[config.mk]
export PLATFORM = sky130hd
export DESIGN_NAME = uart_tx_rx_datapath
export DESIGN_NICKNAME = d
export VERILOG_FILES = /design/src/core/uart_tx_rx_datapath.v
export VERILOG_INCLUDE_DIRS = /design/src /design/src/core
export SDC_FILE = /design/constraint.sdc
export NUM_CORES = 1
export LEC_CHECK = 0
export BUFFER_PORTS_ARGS = -buffer_cell sky130_fd_sc_hd__buf_2
export CAP_MARGIN = 40
export CORE_MARGIN = 2
export CORE_UTILIZATION = 65
export DETAILED_ROUTE_END_ITERATION = 10
export PLACE_DENSITY = 0.95
export SLEW_MARGIN = 20
export SYNTH_ARGS = -nofsm -noshare
export SYNTH_HDL_FRONTEND = slang
export SYNTH_SLANG_ARGS = --single-unit
[constraint.sdc]
create_clock -name I_CLK -period 6.4 [get_ports I_CLK]
set_clock_uncertainty 0.2 [all_clocks]
set_input_delay 0.96 -clock I_CLK [delete_from_list [all_inputs] [get_ports I_CLK]]
set_output_delay 0.96 -clock I_CLK [all_outputs]
set_load 0.1 [all_outputs]
[src/core/uart_dp_regs.vh]
// Constants for the serial transmit and receive datapath.
// Included by the datapath design file; holds definitions only.
`ifndef UART_DP_REGS_VH
`define UART_DP_REGS_VH

// Character size codes
`define CHAR_SIZE_5 3'h0
`define CHAR_SIZE_6 3'h1
`define CHAR_SIZE_7 3'h2
`define CHAR_SIZE_8 3'h3
`define CHAR_SIZE_9 3'h7

// Data bits per character code
`define DATA_BITS_5 4'h5
`define DATA_BITS_8 4'h8
`define DATA_BITS_9 4'h9

// Oversampling lengths of the asynchronous baud divider
`define OS_NORMAL 5'h10
`define OS_DOUBLE 5'h08

// Frame and buffer geometry
`define FRAME_MAX 13
`define CHAR_WIDTH 9
`define RX_FIFO_DEPTH 8
`define RX_FIFO_ADDR 3

// Width of the baud divider setting
`define BAUD_WIDTH 12

`endif

[src/core/uart_tx_rx_datapath.v]
// Serial transmitter and receiver datapath with a receive FIFO.
// Assumes one 100 MHz clock, configuration held steady by the core
// while frames run, and pins that cross in from outside the clock domain.
// Operation
// - Transmit enable takes over the output pin
// - Synchronous mode shifts on external serial clock
// - Data write loads buffer; moves when shifter idle
// - Shifter sends frame at selected bit rate
// - Unused upper transmit bits are ignored
// - Size code 7 sends ninth bit on top
// - Buffer empty flag tracks transmit buffer
// - Writing data clears buffer empty flag
// - Buffer empty interrupt requested while flag set
// - Transmit complete sets after frame, nothing waiting
// - Transmit complete clears on service or write-one
// - Transmit complete interrupt requested while flag set
// - Parity bit between last data and stop
// - Transmit disable waits until shifter and buffer empty
// - Receive enable takes over the input pin
// - Receive begins on valid start, samples bits
// - First stop bit ends frame, second ignored
// - Completed frame moves into receive buffer
// - Unused upper received bits read zero
// - Async divider is 16 or 8 times setting+1
// - Start, data LSB first, parity, stops; idle high
// - Parity is XOR of data, inverted for odd
// - Polarity picks change and sample clock edges
`include "uart_dp_regs.vh"
`timescale 1ns/1ns

// Small synchronous FIFO with valid and ready on both sides
module uart_rx_fifo #(
   parameter WIDTH = 9,
   parameter DEPTH = 8,
   parameter AW = 3
) (
   // Clock and reset
   input wire i_clk,
   input wire i_rst_n,
   input wire i_flush,
   // Filling side
   input wire i_in_valid,
   output wire o_in_ready,
   input wire [WIDTH-1:0] i_in_data,
   // Draining side
   output wire o_out_valid,
   input wire i_out_ready,
   output wire [WIDTH-1:0] o_out_data
);
   reg [WIDTH-1:0] mem [0:DEPTH-1]; // Storage words
   reg [AW-1:0] wr_ptr; // Next slot to fill
   reg [AW-1:0] rd_ptr; // Oldest word
   reg [AW:0] count; // Words held
   wire push; // Word accepted this cycle
   wire pop; // Word drained this cycle

   assign o_in_ready = (count != DEPTH[AW:0]);
   assign o_out_valid = (count != {(AW+1){1'b0}});
   assign o_out_data = mem[rd_ptr];
   assign push = i_in_valid & o_in_ready;
   assign pop = o_out_valid & i_out_ready;

   // Pointers and occupancy; flush empties the buffer at once
   always @(posedge i_clk or negedge i_rst_n) begin
      if (!i_rst_n) begin
         wr_ptr <= {AW{1'b0}};
         rd_ptr <= {AW{1'b0}};
         count <= {(AW+1){1'b0}};
      end else if (i_flush) begin
         wr_ptr <= {AW{1'b0}};
         rd_ptr <= {AW{1'b0}};
         count <= {(AW+1){1'b0}};
      end else begin
         if (push) begin
            wr_ptr <= wr_ptr + 1'b1;
         end
         if (pop) begin
            rd_ptr <= rd_ptr + 1'b1;
         end
         if (push & ~pop) begin
            count <= count + 1'b1;
         end else if (pop & ~push) begin
            count <= count - 1'b1;
         end
      end
   end

   // Storage has no reset; only slots behind the count are ever read
   always @(posedge i_clk) begin
      if (push & ~i_flush) begin
         mem[wr_ptr] <= i_in_data;
      end
   end
endmodule // uart_rx_fifo

module uart_tx_rx_datapath (
   // Clock and reset
   input wire I_CLK,
   input wire I_RSTN,
   // Frame and rate configuration
   input wire I_TX_ENABLE_BIT,
   input wire I_RX_ENABLE_BIT,
   input wire I_SYNC_MODE,
   input wire I_DOUBLE_SPEED_BIT,
   input wire [2:0] I_CHAR_SIZE_FIELD,
   input wire I_PARITY_ENABLE_BIT,
   input wire I_PARITY_ODD_SELECT,
   input wire I_STOP_BITS_SELECT,
   input wire I_CLOCK_POLARITY_BIT,
   input wire [11:0] I_BAUD_DIVIDER,
   input wire I_TX_NINTH_BIT,
   // Data location: write and read strobes
   input wire I_DATA_WR,
   input wire [7:0] I_DATA_WDATA,
   input wire I_DATA_RD,
   output wire [8:0] O_DATA_RDATA,
   // Status and interrupt control
   input wire I_BUFFER_EMPTY_IRQ_ENABLE,
   input wire I_TX_COMPLETE_IRQ_ENABLE,
   input wire I_TX_COMPLETE_IRQ_ACK,
   input wire I_TX_COMPLETE_CLEAR,
   output wire O_BUFFER_EMPTY_FLAG,
   output wire O_TX_COMPLETE_FLAG,
   output wire O_RX_COMPLETE_FLAG,
   output wire O_BUFFER_EMPTY_IRQ,
   output wire O_TX_COMPLETE_IRQ,
   // Serial pins
   input wire I_SERIAL_IN_PIN,
   input wire I_SERIAL_CLOCK_PIN,
   output wire O_SERIAL_OUT_PIN,
   output wire O_SERIAL_OUT_OE,
   output wire O_SERIAL_IN_OWNED
);
   localparam RX_IDLE = 2'h0; // Waiting for a start edge
   localparam RX_START = 2'h1; // Checking start bit at mid-bit
   localparam RX_BITS = 2'h2; // Collecting data, parity, stop

   reg rst_meta; // Reset release, first stage
   reg rst_n; // Reset release used by the design
   reg [1:0] xck_sync; // Serial clock synchroniser
   reg xck_prev; // Last synchronised serial clock level
   reg [1:0] rxd_sync; // Input pin synchroniser
   reg [11:0] baud_cnt; // Divider toward one sample tick
   reg sample_tick; // One pulse per (setting+1) cycles
   reg [3:0] tx_os; // Sample ticks into the current bit
   reg [8:0] tx_buf; // Transmit buffer
   reg tx_buf_full; // Buffer holds data not yet shifted
   reg [`FRAME_MAX-1:0] tx_shift; // Frame being sent, bit 0 on the pin
   reg [3:0] tx_left; // Bits of the frame still to finish
   reg tx_busy; // Frame in progress
   reg tx_line; // Registered output pin level
   reg tx_owned; // Transmitter holds the output pin
   reg tx_done; // Transmit complete flag
   reg rx_on; // Receiver holds the input pin
   reg [1:0] rx_state; // Receiver sequence
   reg [3:0] rx_os; // Sample ticks into the current bit
   reg [3:0] rx_idx; // Bits taken after the start bit
   reg [8:0] rx_shift; // Receive shift register
   reg rx_push; // Completed frame offered to the FIFO
   reg [8:0] rx_word; // Frame data offered to the FIFO
   reg [3:0] n_bits; // Data bits per character
   reg [`FRAME_MAX-1:0] next_frame; // Frame built from the buffer
   reg [3:0] next_len; // Bit count of that frame
   reg [8:0] masked; // Buffer with unused bits cleared
   integer i;
   wire [4:0] os_len; // Sample ticks per bit, async
   wire xck_rise; // Serial clock rising edge
   wire xck_fall; // Serial clock falling edge
   wire change_edge; // Edge on which output data changes
   wire sample_edge; // Edge on which input data is taken
   wire tx_bit_end; // Current transmit bit ends now
   wire tx_load; // Buffer moves into the shifter now
   wire rx_event; // Receiver takes a bit now
   wire [3:0] rx_target; // Tick count for the next rx event
   wire [3:0] rx_stop_idx; // Index of the first stop bit
   wire fifo_ready; // FIFO can take a frame
   wire fifo_valid; // FIFO holds unread data

   // Reset is released through two flip-flops
   always @(posedge I_CLK or negedge I_RSTN) begin
      if (!I_RSTN) begin
         rst_meta <= 1'b0;
         rst_n <= 1'b0;
      end else begin
         rst_meta <= 1'b1;
         rst_n <= rst_meta;
      end
   end

   // Pin synchronisers; the first stage feeds only the second
   always @(posedge I_CLK or negedge rst_n) begin
      if (!rst_n) begin
         xck_sync <= 2'h0;
         xck_prev <= 1'b0;
         rxd_sync <= 2'h3;
      end else begin
         xck_sync <= {xck_sync[0], I_SERIAL_CLOCK_PIN};
         xck_prev <= xck_sync[1];
         rxd_sync <= {rxd_sync[0], I_SERIAL_IN_PIN};
      end
   end

   assign xck_rise = xck_sync[1] & ~xck_prev;
   assign xck_fall = ~xck_sync[1] & xck_prev;
   assign change_edge = I_CLOCK_POLARITY_BIT ? xck_fall : xck_rise;
   assign sample_edge = I_CLOCK_POLARITY_BIT ? xck_rise : xck_fall;

   // Baud divider: one sample tick each (setting+1) clocks
   always @(posedge I_CLK or negedge rst_n) begin
      if (!rst_n) begin
         baud_cnt <= 12'h000;
         sample_tick <= 1'b0;
      end else if (baud_cnt >= I_BAUD_DIVIDER) begin
         baud_cnt <= 12'h000;
         sample_tick <= 1'b1;
      end else begin
         baud_cnt <= baud_cnt + 12'h001;
         sample_tick <= 1'b0;
      end
   end

   // Bit is 16 ticks, or 8 at double speed
   assign os_len = I_DOUBLE_SPEED_BIT ? `OS_DOUBLE : `OS_NORMAL;

   // Data bits per character; reserved codes behave as eight
   always @* begin
      case (I_CHAR_SIZE_FIELD)
         `CHAR_SIZE_5, `CHAR_SIZE_6, `CHAR_SIZE_7, `CHAR_SIZE_8: begin
            n_bits = `DATA_BITS_5 + {2'h0, I_CHAR_SIZE_FIELD[1:0]};
         end
         `CHAR_SIZE_9: begin
            n_bits = `DATA_BITS_9;
         end
         default: begin
            n_bits = `DATA_BITS_8;
         end
      endcase
   end

   // Frame builder: start low, data LSB first, parity, stops high
   always @* begin
      masked = 9'h000;
      next_frame = {`FRAME_MAX{1'b1}};
      next_frame[0] = 1'b0;
      for (i = 0; i < 9; i = i + 1) begin
         if (i < n_bits) begin
            masked[i] = tx_buf[i];
            next_frame[i+1] = tx_buf[i];
         end
      end
      if (I_PARITY_ENABLE_BIT) begin
         next_frame[n_bits+1] = (^masked) ^ I_PARITY_ODD_SELECT;
      end
      next_len = 4'h2 + n_bits + {3'h0, I_PARITY_ENABLE_BIT} + {3'h0, I_STOP_BITS_SELECT};
   end

   // Bit boundaries: ticks count out a bit, or the change edge in sync
   assign tx_bit_end = I_SYNC_MODE ? change_edge :
                       (sample_tick & (tx_os == os_len[3:0] - 4'h1)) |
                       (sample_tick & (os_len == `OS_NORMAL) & (tx_os == 4'hf));
   // Load when idle, or right as the last stop bit ends; sync waits an edge
   assign tx_load = tx_buf_full & tx_owned &
                    ((~tx_busy & (~I_SYNC_MODE | change_edge)) |
                     (tx_busy & tx_bit_end & (tx_left == 4'h1)));

   // Transmit buffer and its empty flag
   always @(posedge I_CLK or negedge rst_n) begin
      if (!rst_n) begin
         tx_buf <= 9'h000;
         tx_buf_full <= 1'b0;
      end else begin
         if (tx_load) begin
            tx_buf_full <= 1'b0;
         end
         // A write in the load cycle still leaves the buffer full
         if (I_DATA_WR & I_TX_ENABLE_BIT) begin
            tx_buf <= {I_TX_NINTH_BIT & (I_CHAR_SIZE_FIELD == `CHAR_SIZE_9),
                       I_DATA_WDATA};
            tx_buf_full <= 1'b1;
         end
      end
   end

   // Shifter, line level, pin ownership and completion flag
   always @(posedge I_CLK or negedge rst_n) begin
      if (!rst_n) begin
         tx_shift <= {`FRAME_MAX{1'b1}};
         tx_left <= 4'h0;
         tx_busy <= 1'b0;
         tx_os <= 4'h0;
         tx_line <= 1'b1;
         tx_owned <= 1'b0;
         tx_done <= 1'b0;
      end else begin
         // Pin stays taken until nothing is pending
         tx_owned <= I_TX_ENABLE_BIT | tx_busy | tx_buf_full;
         if (tx_load) begin
            tx_shift <= next_frame;
            tx_left <= next_len;
            tx_busy <= 1'b1;
            tx_os <= 4'h0;
            tx_line <= next_frame[0];
         end else if (tx_busy & tx_bit_end) begin
            tx_os <= 4'h0;
            if (tx_left == 4'h1) begin
               tx_busy <= 1'b0;
               tx_line <= 1'b1;
            end else begin
               tx_shift <= {1'b1, tx_shift[`FRAME_MAX-1:1]};
               tx_line <= tx_shift[1];
            end
            tx_left <= tx_left - 4'h1;
         end else if (tx_busy & sample_tick) begin
            tx_os <= tx_os + 4'h1;
         end
         // Clear first so that a completion in the same cycle wins
         if (I_TX_COMPLETE_CLEAR | (I_TX_COMPLETE_IRQ_ACK & tx_done)) begin
            tx_done <= 1'b0;
         end
         if (tx_busy & tx_bit_end & (tx_left == 4'h1) & ~tx_buf_full) begin
            tx_done <= 1'b1;
         end
      end
   end

   // Receiver timing: half a bit to mid-start, whole bits after
   assign rx_target = (rx_state == RX_START) ? (os_len[4:1] - 4'h1) : (os_len[3:0] - 4'h1);
   assign rx_event = I_SYNC_MODE ? sample_edge :
                     (sample_tick & ((rx_os == rx_target) |
                      ((rx_state != RX_START) & (os_len == `OS_NORMAL) & (rx_os == 4'hf))));
   assign rx_stop_idx = n_bits + {3'h0, I_PARITY_ENABLE_BIT};

   // Receiver sequence; disabling aborts at once
   always @(posedge I_CLK or negedge rst_n) begin
      if (!rst_n) begin
         rx_on <= 1'b0;
         rx_state <= RX_IDLE;
         rx_os <= 4'h0;
         rx_idx <= 4'h0;
         rx_shift <= 9'h000;
         rx_push <= 1'b0;
         rx_word <= 9'h000;
      end else begin
         rx_on <= I_RX_ENABLE_BIT;
         // Offer holds until the FIFO takes it; a full FIFO delays it until a read
         if (rx_push & fifo_ready) begin
            rx_push <= 1'b0;
         end
         if (~I_RX_ENABLE_BIT) begin
            rx_state <= RX_IDLE;
            rx_push <= 1'b0;
         end else begin
            if (sample_tick) begin
               rx_os <= rx_event ? 4'h0 : rx_os + 4'h1;
            end
            case (rx_state)
               RX_IDLE: begin
                  rx_os <= 4'h0;
                  rx_idx <= 4'h0;
                  rx_shift <= 9'h000;
                  if (~rxd_sync[1] & (~I_SYNC_MODE | sample_edge)) begin
                     // Sync takes the start bit on the sampling edge
                     rx_state <= I_SYNC_MODE ? RX_BITS : RX_START;
                  end
               end
               RX_START: begin
                  if (rx_event) begin
                     // A high line at mid-start is a glitch, not a frame
                     rx_state <= rxd_sync[1] ? RX_IDLE : RX_BITS;
                  end
               end
               RX_BITS: begin
                  if (rx_event) begin
                     if (rx_idx < n_bits) begin
                        rx_shift <= {rxd_sync[1], rx_shift[8:1]};
                     end
                     if (rx_idx == rx_stop_idx) begin
                        // Zero fill leaves unused top bits clear
                        rx_word <= rx_shift >> (4'h9 - n_bits);
                        rx_push <= 1'b1;
                        rx_state <= RX_IDLE;
                     end else begin
                        rx_idx <= rx_idx + 4'h1;
                     end
                  end
               end
               default: begin
                  rx_state <= RX_IDLE;
               end
            endcase
         end
      end
   end

   // Receive buffer; disabling the receiver flushes it
   uart_rx_fifo #(
      .WIDTH(`CHAR_WIDTH),
      .DEPTH(`RX_FIFO_DEPTH),
      .AW(`RX_FIFO_ADDR)
   ) u_rx_fifo (
      .i_clk(I_CLK),
      .i_rst_n(rst_n),
      .i_flush(~rx_on),
      .i_in_valid(rx_push),
      .o_in_ready(fifo_ready),
      .i_in_data(rx_word),
      .o_out_valid(fifo_valid),
      .i_out_ready(I_DATA_RD),
      .o_out_data(O_DATA_RDATA)
   );

   assign O_BUFFER_EMPTY_FLAG = ~tx_buf_full;
   assign O_TX_COMPLETE_FLAG = tx_done;
   assign O_RX_COMPLETE_FLAG = fifo_valid;
   assign O_BUFFER_EMPTY_IRQ = I_BUFFER_EMPTY_IRQ_ENABLE & ~tx_buf_full;
   assign O_TX_COMPLETE_IRQ = I_TX_COMPLETE_IRQ_ENABLE & tx_done;
   assign O_SERIAL_OUT_PIN = tx_line;
   assign O_SERIAL_OUT_OE = tx_owned;
   assign O_SERIAL_IN_OWNED = rx_on;
endmodule // uart_tx_rx_datapath

==> results of run 1 <==
[placed cells by master (no fill, tap or decap), types with 4 or more instances in the layout]
cell type / Yosys / layout
clkinv_4: 0 / 4
nand3_1: 15 / 15
nor3_1: 13 / 11
clkbuf_16: 0 / 17
nand4_1: 5 / 5
nor2b_1: 10 / 10
xor2_1: 16 / 16
and3_1: 11 / 11
nand2_1: 46 / 46
a31oi_1: 6 / 6
a21o_1: 5 / 5
inv_1: 32 / 32
xnor2_1: 26 / 26
edfxtp_1: 72 / 72
a21oi_1: 31 / 31
mux2_2: 25 / 25
nand2b_1: 12 / 12
o21ai_0: 30 / 29
or3_1: 5 / 5
ha_1: 32 / 32
nor2_1: 42 / 42
buf_4: 1 / 10
and2_1: 11 / 11
mux2i_1: 26 / 26
mux4_2: 23 / 23
nor3b_1: 5 / 5
dfrtp_1: 79 / 78
a22o_2: 7 / 7
buf_2: 9 / 60
dfstp_2: 15 / 15
a22oi_1: 4 / 4
[sequential cells by signal, indices dropped and copies added (netlist names), 2 cells and up]
signal / cells
rx_idx: 4
rx_word: 9
rx_shift: 9
tx_os: 4
tx_buf: 9
rx_state: 2
rxd_sync: 2
u_rx_fifo.rd_ptr: 3
rx_os: 4
u_rx_fifo.count: 4
xck_sync: 2
tx_shift: 12
baud_cnt: 12
u_rx_fifo.mem: 72
u_rx_fifo.wr_ptr: 3
tx_left: 4
[per-stage QoR]
| stage | hold WS (ns) | setup WS (ns) | instance area (um^2) |
|---|---|---|---|
| floorplan | 0.131 | 2.48 | 8450 |
| global placement | 0.0329 | 2.15 | 8840 |
| detailed placement | 0.0394 | 2.02 | 8880 |
| CTS | 0.0439 | 2.44 | 9450 |
| global route | 0.0742 | 2.22 | 9530 |
| finish | 0.0255 | 2.43 | 9530 |
[layer usage]
| layer | share of wire (%) | wire length (um) | up-vias | track usage, % |
|---|---|---|---|---|
| li1 | - | - | 2639 | - |
| met1 | 37 | 6770 | 2868 | 30.9 |
| met2 | 55 | 9920 | 248 | 48.8 |
| met3 | 5.0 | 905 | 53 | 4.99 |
| met4 | 2.9 | 521 | 0 | 10.2 |
| met5 | 0 | 0 | - | 0 |
[cells by family after synthesis]
logic type | count (synthesis) | synth area share [%]
simple gates | 194 | 12.2
xor+xnor | 43 | 4.63
mux | 74 | 12.5
buf+inv | 62 | 3.11
fa+ha+maj | 33 | 4.97
other cells | 1 | 0.0444
flops | 166 | 53.6
compound gates | 116 | 8.87
[area by class of cell]
class                           count  share of cell area (%)
Clock inverter                     12                    1.39
Tap cell                          172                    2.26
Sequential cell                   166                    47.6
Inverter                           32                    1.26
Timing Repair Buffer               72                    4.39
Multi-Input combinational cell    461                    38.5
Clock buffer                       20                    4.58
[cell usage after synthesis (12+ instances only)]
cell / n / area, um^2
a21oi_1: 31 / 155
clkbuf_1: 14 / 52.6
dfrtp_1: 79 / 1980
dfstp_2: 15 / 394
edfxtp_1: 72 / 2160
ha_1: 32 / 400
inv_1: 32 / 120
mux2_2: 25 / 282
mux2i_1: 26 / 260
mux4_2: 23 / 518
nand2_1: 46 / 173
nand2b_1: 12 / 75.1
nand3_1: 15 / 75.1
nor2_1: 42 / 158
nor3_1: 13 / 65.1
o21ai_0: 30 / 150
xnor2_1: 26 / 228
xor2_1: 16 / 140
[how the worst min path moves through the flow]
| stage | cells after the start | end | slack (ns) |
|---|---|---|---|
| 2_1_floorplan | 0 | rst_n | 0.13 |
| 3_3_place_gp | 0 | rx_word[0] | 0.03 |
| 3_5_place_dp | 0 | rx_word[3] | 0.04 |
| 4_1_cts | 0 | rx_word[0] | 0.04 |
| 5_1_grt | 0 | rx_word[0] | 0.07 |
| 6_report | 0 | rx_word[0] | 0.03 |
[power by group through the flow]
stage | combinational, mW | clock, mW | sequential (mW)
2_1_floorplan | 0.696 | 0 | 1.37
3_3_place_gp | 0.777 | 0 | 1.39
3_5_place_dp | 0.852 | 0 | 1.39
4_1_cts | 0.860 | 0.998 | 1.37
5_1_grt | 0.934 | 1.05 | 1.39
6_report | 0.863 | 0.992 | 1.38
[worst max-delay path, cell delays in order]
cell and delay (ns):
buf_2 0.18, ha_1 0.42, nand2b_1 0.44, inv_1 0.27
ha_1 0.37, xor2_1 0.18, nor4_2 0.35, and3_1 0.32
nand4_4 0.23, mux2_2 0.36
==> results_dict.tcl, run 1 <==
set metrics [dict create \
    synth_edf_count 72 \
    coreArea_um2 12700 \
    start_util_pct 66.7 \
    reg2reg_from "u_rx_fifo.count[1]" \
    crit_arrival_ns 4.09 \
    end_kind "flop" \
    max_slew_margin_pct 39.5 \
    syn_to_final_growth_pct 12.7 \
    postCtsSetupRepairBufs 0 \
    gp_congestion 0.913 \
    io_buffer_count 58 \
    rsz0062_at_grt "no" \
    hpwlAfterDp_mm 12.2 \
    tightest_slew_ns 0.893 \
    grt_max_degree 67 \
    nFillCells 804 \
    report.final.slew_viol_count 0 \
    synth-seq-cells 166 \
    grt-ovfl-total 0 \
    via_per_inst 6.21 \
    clk-insertion-delay-late_ns 0.43 \
    p_int_mw 2.15 \
    num_antenna_cells 0 \
    fin_crit_ns 3.97 \
    async_flop_share_pct 56.6 \
    ant_nets 0 \
    p_per_area_nw_per_um2 339 \
    rows 41 \
    grt_usage_pct 26.7 \
    dr_total_vias 5808 \
    clkSinkCount 166 \
    synth_fp_nets 764 \
    drive_gt1_share_pct 24.0 \
    comb_power_share_pct 26.7 \
    irDropWorstVdd_v 0.000252 \
    drc 0 \
    drtIter0Drc 580 \
    hold_violations 0 \
    grt_pass1_vias 5881 \
    fin_setup_tns_ns 0 \
    nets 825 \
    clock-root-buffer "clkbuf_16" \
    power_mw 3.23 \
    endpoint "rx_word[4]" \
    cts_hold_buffers 0 \
    power.share.switching_pct 33.6 \
    maxCapViolCount 0 \
    clk_pin_slew_ns 0.06 \
    wirelength_mm 18.1 \
    timing.rr.end "u_rx_fifo.count[3]" \
    rrSetupSlack_ns 3.46 \
    yosysUniqueCellTypes 66 \
    die_width_um 118 \
    cp-start-kind "primary input" \
    wl_per_cell_um 19.4 \
    p_clk_share_pct 30.7 \
    pwr-share-seq_pct 42.6 \
    die_height_um 118 \
    synth_area_per_cell_um2 12.3 \
    ys.flop_type "dfrtp_1" \
    max_freq_mhz 252 \
    register_area_um2 4540 \
    syn_inst 689 \
    ios 59 \
    min_path_type "reg -> async" \
    cts-buffers-inserted 17 \
    cts.path.max_buffers 2 \
    fin_util_pct 75.2 \
    crit_path_start "I_CHAR_SIZE_FIELD[0]" \
    synth-seq-area-share_pct 53.6 \
    cts_tree "yes" \
    power.static_leakage_nw 4.05 \
    path_class "in -> reg" \
    critical_path_required_ns 6.51 \
    htreeDepth 4 \
    yosysWarningCount 0 \
    setup_violations 0 \
    switchingPower_mw 1.09 \
    multi_input_area_um2 3670 \
    rr_worst_depth 10 \
    syn_area_um2 8450 \
    dieArea_um2 13900 \
    dp.cells 895 \
    grt_first_pass_wirelength_mm 29.1 \
    fin_crit_sh_pct 62.1 \
    antenna_found_initial 0 \
    status "complete, no violations" \
    cts_resized 0 \
    firstDrtPassIters 5 \
    worst-path-max-fanout 14 \
    fin_cells 935 \
]
(Power assumes the default switching activity.)
==> run 2, diff against run 1 <==
--- a/config.mk
+++ b/config.mk
@@ -9,9 +9,9 @@
 export BUFFER_PORTS_ARGS = -buffer_cell sky130_fd_sc_hd__buf_2
 export CAP_MARGIN = 40
 export CORE_MARGIN = 2
-export CORE_UTILIZATION = 65
+export CORE_UTILIZATION = 61
 export DETAILED_ROUTE_END_ITERATION = 10
-export PLACE_DENSITY = 0.95
+export PLACE_DENSITY = 0.91
 export SLEW_MARGIN = 20
 export SYNTH_ARGS = -nofsm -noshare
 export SYNTH_HDL_FRONTEND = slang
==> constraint.sdc (replaced) <==
create_clock -name I_CLK -period 3.8 [get_ports I_CLK]
set_clock_uncertainty 0.2 [all_clocks]
set_input_delay 0.57 -clock I_CLK [delete_from_list [all_inputs] [get_ports I_CLK]]
set_output_delay 0.57 -clock I_CLK [all_outputs]
set_load 0.1 [all_outputs]
==> results_dict.tcl, run 2 (synthesis results as in run 1) <==
set metrics [dict create \
    slowest_delay_ns 0.43 \
    clk_pin_slew_ns 0.07 \
    crit_arrival_ns 3.33 \
    path_cells "buf_2 > ha_1 > or2_2 > inv_1 > ha_1 > a211oi_1 > o21ai_0 > and3_1 > nand4_4 > mux2_2" \
    via_per_inst 6.18 \
    dieArea_um2 14800 \
    drc 0 \
    max_slew_margin_pct 38.6 \
    grt_max_degree 61 \
    dpl_worst_slack_ns 0.228 \
    mostFrequentLayoutCell "dfrtp_1" \
    p_clk_share_pct 30.7 \
    crit_path_start "I_CHAR_SIZE_FIELD[0]" \
    crit_family "simple AND/OR/NAND/NOR gates" \
    p_per_area_nw_per_um2 567 \
    grtUsageMet2_pct 47.1 \
    critical_path_required_ns 3.92 \
    fin_crit_sh_pct 84.5 \
    coreArea_um2 13700 \
    status "complete, no violations" \
    grt_first_pass_wirelength_mm 29.3 \
    largest_reg_flops 72 \
    grt_usage_pct 25.9 \
    path_class "in -> reg" \
    firstDrtPassIters 5 \
    cts_resized 0 \
    num_antenna_cells 0 \
    grt_util_met3_pct 5.15 \
    fin_crit_ns 3.21 \
    irDropWorstVdd_v 0.000443 \
    final_cell_mix "dfrtp_1, edfxtp_1, buf_2" \
    htreeDepth 4 \
    grt-ovfl-total 0 \
    cts-buffers-inserted 17 \
    max_freq_mhz 311 \
    clk-insertion-delay-late_ns 0.44 \
    crit_buf_inv 2 \
    hp-start "I_SERIAL_CLOCK_PIN" \
    ios 59 \
    wl_per_cell_um 18.8 \
    top_register "u_rx_fifo.mem" \
    nets 830 \
    clkSinkCount 166 \
    cts_tree "yes" \
    hpwlAfterDp_mm 12.5 \
    busiest_layer "met2" \
    dr_total_vias 5857 \
    drive_gt1_share_pct 24.7 \
    wirelength_mm 17.9 \
    crit_path_top_delay_cell "or2_2" \
    antenna_found_initial 0 \
    die_width_um 122 \
    end_kind "flop" \
    multi_input_area_um2 3670 \
    worst-path-max-fanout 14 \
    rsz0062_at_grt "no" \
    grt_use_met1_pct 30.2 \
    rows 43 \
    report.final.slew_viol_count 0 \
    register_area_um2 4540 \
    syn_to_final_growth_pct 13.4 \
    tightest_slew_ns 0.915 \
    power.static_leakage_nw 4.08 \
    p_int_mw 3.52 \
    drtIter0Drc 440 \
    start_util_pct 61.6 \
    ant_nets 0 \
    cts.path.max_buffers 2 \
    crit_path_frequent_cell "ha_1" \
    largest_registers "u_rx_fifo.mem x72, baud_cnt x12, tx_shift x12" \
    maxCapViolCount 0 \
    pwr-share-seq_pct 41.8 \
    fin_ws_ns 0.588 \
    setup_violations 0 \
    die_height_um 122 \
    grt_pass1_vias 6001 \
    switchingPower_mw 1.92 \
    nFillCells 939 \
    io_buffer_count 58 \
    comb_power_share_pct 27.5 \
    power.share.switching_pct 35.3 \
    min_path_type "in -> reg" \
    clock-root-buffer "clkbuf_16" \
    cp-start-kind "primary input" \
    hold_violations 0 \
    fin_setup_tns_ns 0 \
    gp_congestion 0.940 \
    reg2reg_from "u_rx_fifo.count[1]" \
]
## run 2: cell types whose count changed in the layout (fill, tap and decap cells not counted), moves of 2 or more
cell / change
clkinv_4: -3
inv_6: +2
inv_8: +7
clkbuf_2: +2
clkbuf_1: -3
buf_4: +2
dlygate4sd3_1: +2
bufinv_16: -2
## run 2: area by class of cell
| cell class | instances | area share, % |
|---|---|---|
| well taps | 180 | 2.35 |
| flip-flops and latches | 166 | 47.3 |
| inverters | 32 | 1.25 |
| repair buffers | 77 | 4.78 |
| multi-input cells | 461 | 38.3 |
| clock buffers | 17 | 4.44 |
| clock inverters | 15 | 1.57 |
## run 2: power groups by stage
stage	Combinational (mW)	Sequential, mW	Clock, mW
after floorplan	1.17	2.30	0
after global placement	1.37	2.31	0
after detailed placement	1.46	2.31	0
after CTS	1.48	2.28	1.69
after global routing	1.62	2.29	1.76
final	1.49	2.27	1.67
## run 2: stage by stage
step                      instances  power, mW  utilization (%)  hold WS, ns  cell area, um^2
final                           948       5.44             69.9       0.0390             9580
after global routing            948       5.67             69.9       0.0234             9580
after CTS                       944       5.45             69.6       0.0267             9550
after detailed placement        910       3.77             65.3      -0.0345             8960
after global placement          901       3.67             64.7        0.134             8870
after floorplan                 689       3.47                -       0.0744             8450
## run 2: worst paths after layout
check | slack [ns] | cells past startpoint | endpoint
hold / removal | 0.04 | 1 | xck_sync[0]
max in group asynchronous | 2.45 | 1 | rx_word[8]
setup / recovery | 0.59 | 10 | rx_word[3]
setup reg to reg | 0.81 | 10 | u_rx_fifo.count[3]
min in group asynchronous | 0.16 | 1 | rx_shift[8]
hold reg to reg | 0.15 | 0 | rst_n
## run 2: what timing repair did
| item | CTS | global route |
|---|---|---|
| hold buffers | 2 | 0 |
| setup buffers | 0 | 0 |
| endpoints found under the hold margin | 11 | 0 |
## run 2: routing by layer
metal,vias to the layer above,share of wire (%)
met5,-,0
met4,0,2.5
met3,47,4.9
met2,227,54
met1,2933,39
li1,2650,-
## run 2: worst register-to-register path, cell delays in order (launching register included)
cell	delay (ns)
dfrtp_1	0.45
or4_1	0.64
nand2_1	0.19
and2_1	0.20
inv_1	0.10
ha_1	0.29
a21o_1	0.15
a21oi_1	0.17
mux2i_1	0.25
xnor2_1	0.09
and2_1	0.15
